**src/mcu_irq_pkg.sv**
```systemverilog
/*
 Constants shared by the interrupt enable and flag logic: register
 offsets, bit positions, values after reset and the vector address.
 Assumes an 8-bit register port with a 3-bit word address.
*/
package mcu_irq_pkg;

   localparam int unsigned ADDR_W = 3;
   localparam int unsigned DATA_W = 8;

   // Register offsets
   localparam logic [2:0] OFF_INTERRUPT_CONTROL   = 3'h0;
   localparam logic [2:0] OFF_PERIPH_ENABLE_ONE   = 3'h1;
   localparam logic [2:0] OFF_PERIPH_FLAGS_ONE    = 3'h2;
   localparam logic [2:0] OFF_PIN_CHANGE_MASK     = 3'h3;
   localparam logic [2:0] OFF_PIN_CONFIG          = 3'h4;

   // Interrupt control bit positions
   localparam int unsigned BIT_GLOBAL_EN    = 7;
   localparam int unsigned BIT_PERIPH_GATE  = 6;
   localparam int unsigned BIT_T0_EN        = 5;
   localparam int unsigned BIT_EXT_EN       = 4;
   localparam int unsigned BIT_CHG_EN       = 3;
   localparam int unsigned BIT_T0_FLAG      = 2;
   localparam int unsigned BIT_EXT_FLAG     = 1;
   localparam int unsigned BIT_CHG_FLAG     = 0;

   // Pin configuration bit position
   localparam int unsigned BIT_EDGE_SELECT  = 6;

   // Values after reset
   localparam logic [7:0] INTERRUPT_CONTROL_RESET = 8'h00;
   localparam logic [7:0] PERIPH_ENABLE_RESET     = 8'h00;
   localparam logic [7:0] PIN_CHANGE_MASK_RESET   = 8'h00;
   localparam logic       EDGE_SELECT_RESET       = 1'b1;
   localparam logic [7:0] READ_IDLE               = 8'h00;

   // Address loaded into the program counter on an accepted interrupt
   localparam logic [15:0] IRQ_VECTOR             = 16'h0004;
   localparam logic [15:0] VECTOR_IDLE            = 16'h0000;

endpackage

```
**src/pin_event_if.sv**
```systemverilog
/*
 Carrier between the top level and the pin event detector: synchronised
 pin levels and settings in, event pulses out.
 Assumes all signals live on the single system clock.
*/
`timescale 1ns/10ps
interface pin_event_if #(parameter int unsigned PORT_W = 8);
   logic              ext_level;
   logic              edge_select;
   logic [PORT_W-1:0] port_level;
   logic [PORT_W-1:0] change_mask;
   logic              ext_event;
   logic              change_event;

   modport detector (
      input  ext_level,
      input  edge_select,
      input  port_level,
      input  change_mask,
      output ext_event,
      output change_event
   );

   modport owner (
      output ext_level,
      output edge_select,
      output port_level,
      output change_mask,
      input  ext_event,
      input  change_event
   );
endinterface

```
**src/mcu_interrupt_enable_flag_logic.sv**
```systemverilog
/*
 Interrupt enable and flag logic of a small microcontroller core: the
 interrupt control register, the first peripheral enable register, pin
 configuration and the combined request to the processor core.
 Assumes timer and peripheral event inputs are on clock_i, pins are
 asynchronous, and the core pulses take and return for one cycle.
*/
// Strobed register access and the placing of the registers were decided locally.
//
// Behaviour
// - Control bit 7 is the global enable; clear blocks every request.
// - Control bit 6 gates all peripheral sources onto the request.
// - Peripheral enables act only while the peripheral gate is set.
// - Flags set on their event whatever any enable holds.
// - Control bit 5 enables the timer-0 overflow interrupt.
// - Control bit 4 enables the external edge interrupt.
// - Control bit 3 enables port change; pins count only if unmasked.
// - Bit 2 sets on timer-0 overflow; only a software zero clears it.
// - Bit 1 sets on external edge; stays until software writes zero.
// - Bit 0 sets on any watched pin change; stays until cleared.
// - Every control bit, flags included, is readable and writable.
// - Eight peripheral enables, read/write, all zero after reset.
// - External edge is rising when select is set, else falling.
// - Taking an interrupt clears global enable and loads the vector.
// - Peripheral flags live in a separate register paired to enables.
`timescale 1ns/10ps
module mcu_interrupt_enable_flag_logic #(
   parameter int unsigned PORT_W = 8
) (
   input  wire logic              clock_i,
   input  wire logic              rst_n_i,
   input  wire logic [2:0]        addr_i,
   input  wire logic [7:0]        wdata_i,
   input  wire logic              wr_i,
   input  wire logic              rd_i,
   output logic      [7:0]        rdata_o,
   input  wire logic              timer0_overflow_i,
   input  wire logic              external_irq_pin_i,
   input  wire logic [PORT_W-1:0] change_watch_port_i,
   input  wire logic [7:0]        peripheral_irq_flags_one_i,
   input  wire logic              irq_take_i,
   input  wire logic              irq_return_i,
   output logic                   irq_request_o,
   output logic                   vector_load_o,
   output logic      [15:0]       vector_addr_o
);

   // Interrupt control state
   logic              global_irq_enable;
   logic              peripheral_irq_gate;
   logic              timer0_overflow_irq_enable;
   logic              ext_pin_irq_enable;
   logic              port_change_irq_enable;
   logic              timer0_overflow_flag;
   logic              ext_pin_irq_flag;
   logic              port_change_flag;
   logic [7:0]        peripheral_irq_enable_one;
   logic [PORT_W-1:0] pin_change_enable_mask;
   logic              ext_edge_select;

   logic [7:0]        interrupt_control;
   logic [7:0]        next_rdata;
   logic [PORT_W:0]   pins_sync;
   logic              core_pending;
   logic              periph_pending;
   logic              wr_ctrl;
   logic              take_ok;

   pin_event_if #(.PORT_W(PORT_W)) pev ();

   function automatic logic reg_hit(input logic [2:0] a,
                                    input logic [2:0] off);
      reg_hit = (a == off);
   endfunction

   // Pins are asynchronous, so both pass two flip-flops first
   pin_synchroniser #(
      .WIDTH (PORT_W + 1)
   ) u_sync (
      .clock_i (clock_i),
      .rst_n_i (rst_n_i),
      .async_i ({external_irq_pin_i, change_watch_port_i}),
      .sync_o  (pins_sync)
   );

   assign pev.ext_level   = pins_sync[PORT_W];
   assign pev.port_level  = pins_sync[PORT_W-1:0];
   assign pev.edge_select = ext_edge_select;
   assign pev.change_mask = pin_change_enable_mask;

   pin_event_detect #(
      .PORT_W (PORT_W)
   ) u_detect (
      .clock_i (clock_i),
      .rst_n_i (rst_n_i),
      .ev      (pev.detector)
   );

   assign wr_ctrl = wr_i && reg_hit(addr_i,
                                    mcu_irq_pkg::OFF_INTERRUPT_CONTROL);
   assign take_ok = irq_take_i && global_irq_enable;

   // Global enable: the core's take beats a software write that cycle
   always_ff @(posedge clock_i) begin
      if (!rst_n_i) begin
         global_irq_enable <=
            mcu_irq_pkg::INTERRUPT_CONTROL_RESET[mcu_irq_pkg::BIT_GLOBAL_EN];
      end else if (take_ok) begin
         global_irq_enable <= 1'b0;
      end else if (wr_ctrl) begin
         global_irq_enable <= wdata_i[mcu_irq_pkg::BIT_GLOBAL_EN];
      end else if (irq_return_i) begin
         global_irq_enable <= 1'b1;
      end
   end

   // Remaining enables of the control register
   always_ff @(posedge clock_i) begin
      if (!rst_n_i) begin
         peripheral_irq_gate        <= 1'b0;
         timer0_overflow_irq_enable <= 1'b0;
         ext_pin_irq_enable         <= 1'b0;
         port_change_irq_enable     <= 1'b0;
      end else if (wr_ctrl) begin
         peripheral_irq_gate <= wdata_i[mcu_irq_pkg::BIT_PERIPH_GATE];
         timer0_overflow_irq_enable <=
            wdata_i[mcu_irq_pkg::BIT_T0_EN];
         ext_pin_irq_enable <= wdata_i[mcu_irq_pkg::BIT_EXT_EN];
         port_change_irq_enable <= wdata_i[mcu_irq_pkg::BIT_CHG_EN];
      end
   end

   // Flags: a write stores the bit, an event in the same cycle still sets
   always_ff @(posedge clock_i) begin
      if (!rst_n_i) begin
         timer0_overflow_flag <= 1'b0;
         ext_pin_irq_flag     <= 1'b0;
         port_change_flag     <= 1'b0;
      end else begin
         timer0_overflow_flag <= (wr_ctrl ?
            wdata_i[mcu_irq_pkg::BIT_T0_FLAG] : timer0_overflow_flag)
            | timer0_overflow_i;
         ext_pin_irq_flag <= (wr_ctrl ?
            wdata_i[mcu_irq_pkg::BIT_EXT_FLAG] : ext_pin_irq_flag)
            | pev.ext_event;
         port_change_flag <= (wr_ctrl ?
            wdata_i[mcu_irq_pkg::BIT_CHG_FLAG] : port_change_flag)
            | pev.change_event;
      end
   end

   // Peripheral enables
   always_ff @(posedge clock_i) begin
      if (!rst_n_i) begin
         peripheral_irq_enable_one <= mcu_irq_pkg::PERIPH_ENABLE_RESET;
      end else if (wr_i && reg_hit(addr_i,
                                   mcu_irq_pkg::OFF_PERIPH_ENABLE_ONE)) begin
         peripheral_irq_enable_one <= wdata_i;
      end
   end

   // Pin configuration: change mask and edge select
   always_ff @(posedge clock_i) begin
      if (!rst_n_i) begin
         pin_change_enable_mask <= PORT_W'(mcu_irq_pkg::PIN_CHANGE_MASK_RESET);
         ext_edge_select        <= mcu_irq_pkg::EDGE_SELECT_RESET;
      end else begin
         if (wr_i && reg_hit(addr_i, mcu_irq_pkg::OFF_PIN_CHANGE_MASK)) begin
            pin_change_enable_mask <= wdata_i[PORT_W-1:0];
         end
         if (wr_i && reg_hit(addr_i, mcu_irq_pkg::OFF_PIN_CONFIG)) begin
            ext_edge_select <= wdata_i[mcu_irq_pkg::BIT_EDGE_SELECT];
         end
      end
   end

   // Vector load towards the core
   always_ff @(posedge clock_i) begin
      if (!rst_n_i) begin
         vector_load_o <= 1'b0;
         vector_addr_o <= mcu_irq_pkg::VECTOR_IDLE;
      end else begin
         vector_load_o <= take_ok;
         if (take_ok) begin
            vector_addr_o <= mcu_irq_pkg::IRQ_VECTOR;
         end
      end
   end

   assign interrupt_control = {global_irq_enable, peripheral_irq_gate,
                               timer0_overflow_irq_enable,
                               ext_pin_irq_enable, port_change_irq_enable,
                               timer0_overflow_flag, ext_pin_irq_flag,
                               port_change_flag};

   // Request combination
   assign core_pending =
      (timer0_overflow_irq_enable && timer0_overflow_flag) ||
      (ext_pin_irq_enable && ext_pin_irq_flag) ||
      (port_change_irq_enable && port_change_flag);
   assign periph_pending = peripheral_irq_gate &&
      (|(peripheral_irq_enable_one & peripheral_irq_flags_one_i));
   assign irq_request_o = global_irq_enable &&
      (core_pending || periph_pending);

   // Read multiplexer; unmapped offsets read as zero
   always_comb begin
      unique case (addr_i)
         mcu_irq_pkg::OFF_INTERRUPT_CONTROL:
            next_rdata = interrupt_control;
         mcu_irq_pkg::OFF_PERIPH_ENABLE_ONE:
            next_rdata = peripheral_irq_enable_one;
         mcu_irq_pkg::OFF_PERIPH_FLAGS_ONE:
            next_rdata = peripheral_irq_flags_one_i;
         mcu_irq_pkg::OFF_PIN_CHANGE_MASK:
            next_rdata = 8'(pin_change_enable_mask);
         mcu_irq_pkg::OFF_PIN_CONFIG: begin
            next_rdata = mcu_irq_pkg::READ_IDLE;
            next_rdata[mcu_irq_pkg::BIT_EDGE_SELECT] = ext_edge_select;
         end
         default:
            next_rdata = mcu_irq_pkg::READ_IDLE;
      endcase
   end

   // Read data stand only in the cycle after the strobe
   always_ff @(posedge clock_i) begin
      if (!rst_n_i) begin
         rdata_o <= mcu_irq_pkg::READ_IDLE;
      end else begin
         rdata_o <= rd_i ? next_rdata : mcu_irq_pkg::READ_IDLE;
      end
   end
endmodule

```
**src/pin_synchroniser.sv**
```systemverilog
/*
 Two-stage synchroniser for a group of asynchronous pins.
 Assumes each bit is an independent level; no bus coherence is kept.
*/
`timescale 1ns/10ps
module pin_synchroniser #(
   parameter int unsigned WIDTH = 9
) (
   input  wire logic             clock_i,
   input  wire logic             rst_n_i,
   input  wire logic [WIDTH-1:0] async_i,
   output logic      [WIDTH-1:0] sync_o
);
   logic [WIDTH-1:0] meta;

   // First stage feeds only the second stage
   always_ff @(posedge clock_i) begin
      if (!rst_n_i) begin
         meta   <= '0;
         sync_o <= '0;
      end else begin
         meta   <= async_i;
         sync_o <= meta;
      end
   end
endmodule

```
**src/pin_event_detect.sv**
```systemverilog
/*
 Edge detector for the external interrupt pin and change detector for the
 watched port. Inputs must already be synchronised to clock_i.
*/
`timescale 1ns/10ps
module pin_event_detect #(
   parameter int unsigned PORT_W = 8
) (
   input  wire logic clock_i,
   input  wire logic rst_n_i,
   pin_event_if.detector ev
);
   logic              ext_prev;
   logic [PORT_W-1:0] port_prev;
   logic [2:0]        prime_pipe;
   logic              primed;

   // Prev is stale until the synchroniser carries a real pin level, so
   // events stay masked for three edges; a pin high at reset is no edge
   always_ff @(posedge clock_i) begin
      if (!rst_n_i) begin
         ext_prev   <= 1'b0;
         port_prev  <= '0;
         prime_pipe <= 3'h0;
      end else begin
         ext_prev   <= ev.ext_level;
         port_prev  <= ev.port_level;
         prime_pipe <= {prime_pipe[1:0], 1'b1};
      end
   end

   assign primed = prime_pipe[2];

   assign ev.ext_event = primed && (ev.edge_select ?
                         (ev.ext_level && !ext_prev) :
                         (!ev.ext_level && ext_prev));
   assign ev.change_event = primed &&
      (|((ev.port_level ^ port_prev) & ev.change_mask));
endmodule

```
**config.mk**
```make
export PLATFORM = sky130hd
export DESIGN_NAME = mcu_interrupt_enable_flag_logic
export DESIGN_NICKNAME = d
export VERILOG_FILES = /design/src/mcu_irq_pkg.sv /design/src/pin_event_if.sv /design/src/mcu_interrupt_enable_flag_logic.sv /design/src/pin_synchroniser.sv /design/src/pin_event_detect.sv
export SDC_FILE = /design/constraint.sdc
export NUM_CORES = 1
export LEC_CHECK = 0
export CAP_MARGIN = 30
export CORE_MARGIN = 10
export CORE_UTILIZATION = 45
export CTS_BUF_LIST = sky130_fd_sc_hd__clkbuf_16
export DETAILED_ROUTE_END_ITERATION = 10
export DONT_BUFFER_PORTS = 1
export PLACE_DENSITY_LB_ADDON = 0.25
export SYNTH_ARGS = -nofsm -noshare
export SYNTH_HDL_FRONTEND = slang
export SYNTH_SLANG_ARGS = --single-unit
export TNS_END_PERCENT = 5
```
**constraint.sdc**
```tcl
create_clock -name clock_i -period 1.3 [get_ports clock_i]
set_input_delay 0.065 -clock clock_i [delete_from_list [all_inputs] [get_ports clock_i]]
set_output_delay 0.065 -clock clock_i [all_outputs]
set_load 0.005 [all_outputs]
```
==> reports/qor.txt <==
flops & latches, synth = 65
Post-Synthesis Cells = 246
# IOs = 61
Critical Path Start Type = input pin
Clk Latency, worst-skew pair = 0.32 ns
Hold Path Class = input pin to flop
root buffer cell = clkbuf_16
synthesis-to-finish area growth = 21.8%
overall routing resource usage = 12.3%
Area contributors post-synth = dfxtp_1 50%, and2_1 7.0%, mux4_2 7.0%, nand2_1 5.5%, buf_4 4.4%
power density cells = 1490 nW/µm²
fmax = 820 MHz
Post-CTS Setup Inserts = 0
die width = 95.8 µm
H-tree depth = 3
final setup TNS = 0 ns
post-synth top area share = 50.4%
most frequent cells in the layout = 65 x dfxtp_1, 38 x nand2_1, 29 x and2_1
Setup CP Type = input pin to flop
final setup fails = 0
fin crit share = 93.8%
Clock Tree Buf Depth = 2
DRC Markers = 0
status = finished clean
Post-Layout Cell Count = 349
I/O Buffers = 0
DP HPWL = 3750 µm
total grt overflow = 0
WL/cell = 15.2 µm
CTS clk-pin slew, worst paths = 0.06 ns
antenna violations before repair = 0
vias = 1,729
post-placement cell count = 309
FILL cells = 471
critical path required time = 1.51 ns
GRT met3 Usage = 4.90%
Worst Setup End Kind = flop
P_leak = 1.23 nW
Antenna Violating Nets Remaining = 0
vias per inst = 4.95
vias in the first global route = 1,668
hold slack = 0.00434 ns
Initial Utilization = 46.6%
commonest non-fill, non-tap cell in the layout = dfxtp_1
yosys warns = 0
Yosys top cell by area = dfxtp_1
global-route wire length before repair = 8640 µm
pin count of the biggest net entering global routing = 59
crit path DAT = 1.43 ns
DRT Pass-1 Iters = 4
final core occ = 56.8%
core footprint = 5540 µm²
# rows = 27
fin crit period = 1.22 ns
final RePlAce weighted congestion = 0.831
fin nets = 307
mean post-synth cell area = 10.5 µm²
Critical Path Fanout Max = 4
max cap viols = 0
Post-Syn Area = 2580 µm²
RSZ-0062 raised after global routing = yes
met1 Use GR = 14.4%
Final Max Slew Viols = 0
Final Hold Fails = 0
die height = 95.8 µm
CTS Sinks = 65
TritonCTS Buffers = 9
total power = 0.00470 W
ANT cells = 0
CTS tree = built
Seq/Total Area, Yosys = 50.4%
Worst Skew = 0.00500 ns
GRT busiest layer = met2
distinct cell type count after synthesis = 35
Total Die Area = 9170 µm²
DRC violation total after the first TritonRoute iteration = 89
layout cells sized above 1 = 13.0%
met2 Usage GRT = 18.8%
VDD IR max = 1.17 mV
final wirelength = 5300 µm
layout make-up:
cell class	instances	area (µm²)	area share, %
well taps	72	90.1	2.86
clock inverters	7	71.3	2.27
flip-flops and latches	65	1300	41.3
clock buffers	9	225	7.15
repair buffers	27	288	9.14
multi-input cells	169	1170	37.2
logic make-up (layout without fill, tap and decap cells):
group           Yosys count  after routing  share of synthesized area, %
flops                    65             65                          50.4
xor+xnor                  8              8                          2.71
mux                      16             16                          10.1
simple gates             96             96                          19.9
compound gates           34             34                          9.88
buf+inv                  26             43                          6.92
other cells               1             15                         0.145
layer usage:
metal | part of all wire, % | vias to the layer above
met4 | 1.8 | 0
met2 | 47 | 67
met3 | 11 | 7
li1 | - | 859
met5 | 0 | -
met1 | 40 | 796
through the flow:
stage          cell area (µm²)  worst slack, ns
2_1_floorplan             2640            0.110
3_3_place_gp              2580           0.0853
3_5_place_dp              2580           0.0562
4_1_cts                   3130           0.0334
5_1_grt                   3150          -0.0179
6_report                  3150           0.0800
timing repair:
item	4_1_cts	5_1_grt
hold buffers	24	0
hold endpoints to repair	58	0
resized for setup	1	4
setup endpoints to repair	1	3
pin swaps	0	0
cells in the mapped netlist, drive strengths merged:
cell type and instances:
o21a 1, mux4 8, nor2 4, nor2b 14
o21ai 2, nand2 38, nand3b 1, and2 29
a22oi 4, buf 19, xor2 8, nand4 1
conb 1, or2 1, a31oi 1, nor3b 1
a21boi 19, mux2 1, mux2i 7, nand3 1
a21oi 1, dfxtp 65, a22o 4, o41ai 1
clkbuf 7, nor4b 1, and3b 1, a222oi 1
and3 4
flip-flops by register name, indices dropped and copies added (netlist names):
register and flops:
vector_load_o 1, rdata_o 8, timer0_overflow_flag 1, timer0_overflow_irq_enable 1
port_change_irq_enable 1, u_sync.sync_o 9, ext_pin_irq_enable 1, vector_addr_o 1
peripheral_irq_enable_one 8, pev.change_mask 8, port_change_flag 1, u_detect.ext_prev 1
u_sync.meta 9, global_irq_enable 1, ext_pin_irq_flag 1, u_detect.prime_pipe 3
peripheral_irq_gate 1, u_detect.port_prev 8, ext_edge_select 1
final timing paths:
kind                           end               start  slack, ns  cells past startpoint
setup / recovery   ext_edge_select          wdata_i[6]       0.08                      4
hold / removal          rdata_o[1]           addr_i[2]      0.004                      2
setup reg to reg        rdata_o[6]  pev.change_mask[6]       0.08                      4
hold reg to reg   u_sync.sync_o[2]      u_sync.meta[2]       0.43                      1
critical path: stages:
cell and delay (ns):
dlygate4sd3_1 0.61, mux2i_1 0.15, nand2_1 0.06, dlygate4sd3_1 0.55
power by group:
part	total, W	switching (W)	internal, W	leakage [nW]
logic	0.000264	0.000106	0.000157	0.563
registers	0.00210	0.0000355	0.00206	0.531
clock network	0.00234	0.000860	0.00148	0.137
total	0.00470	0.00100	0.00369	1.23
Power figures use the tool's default switching activity.
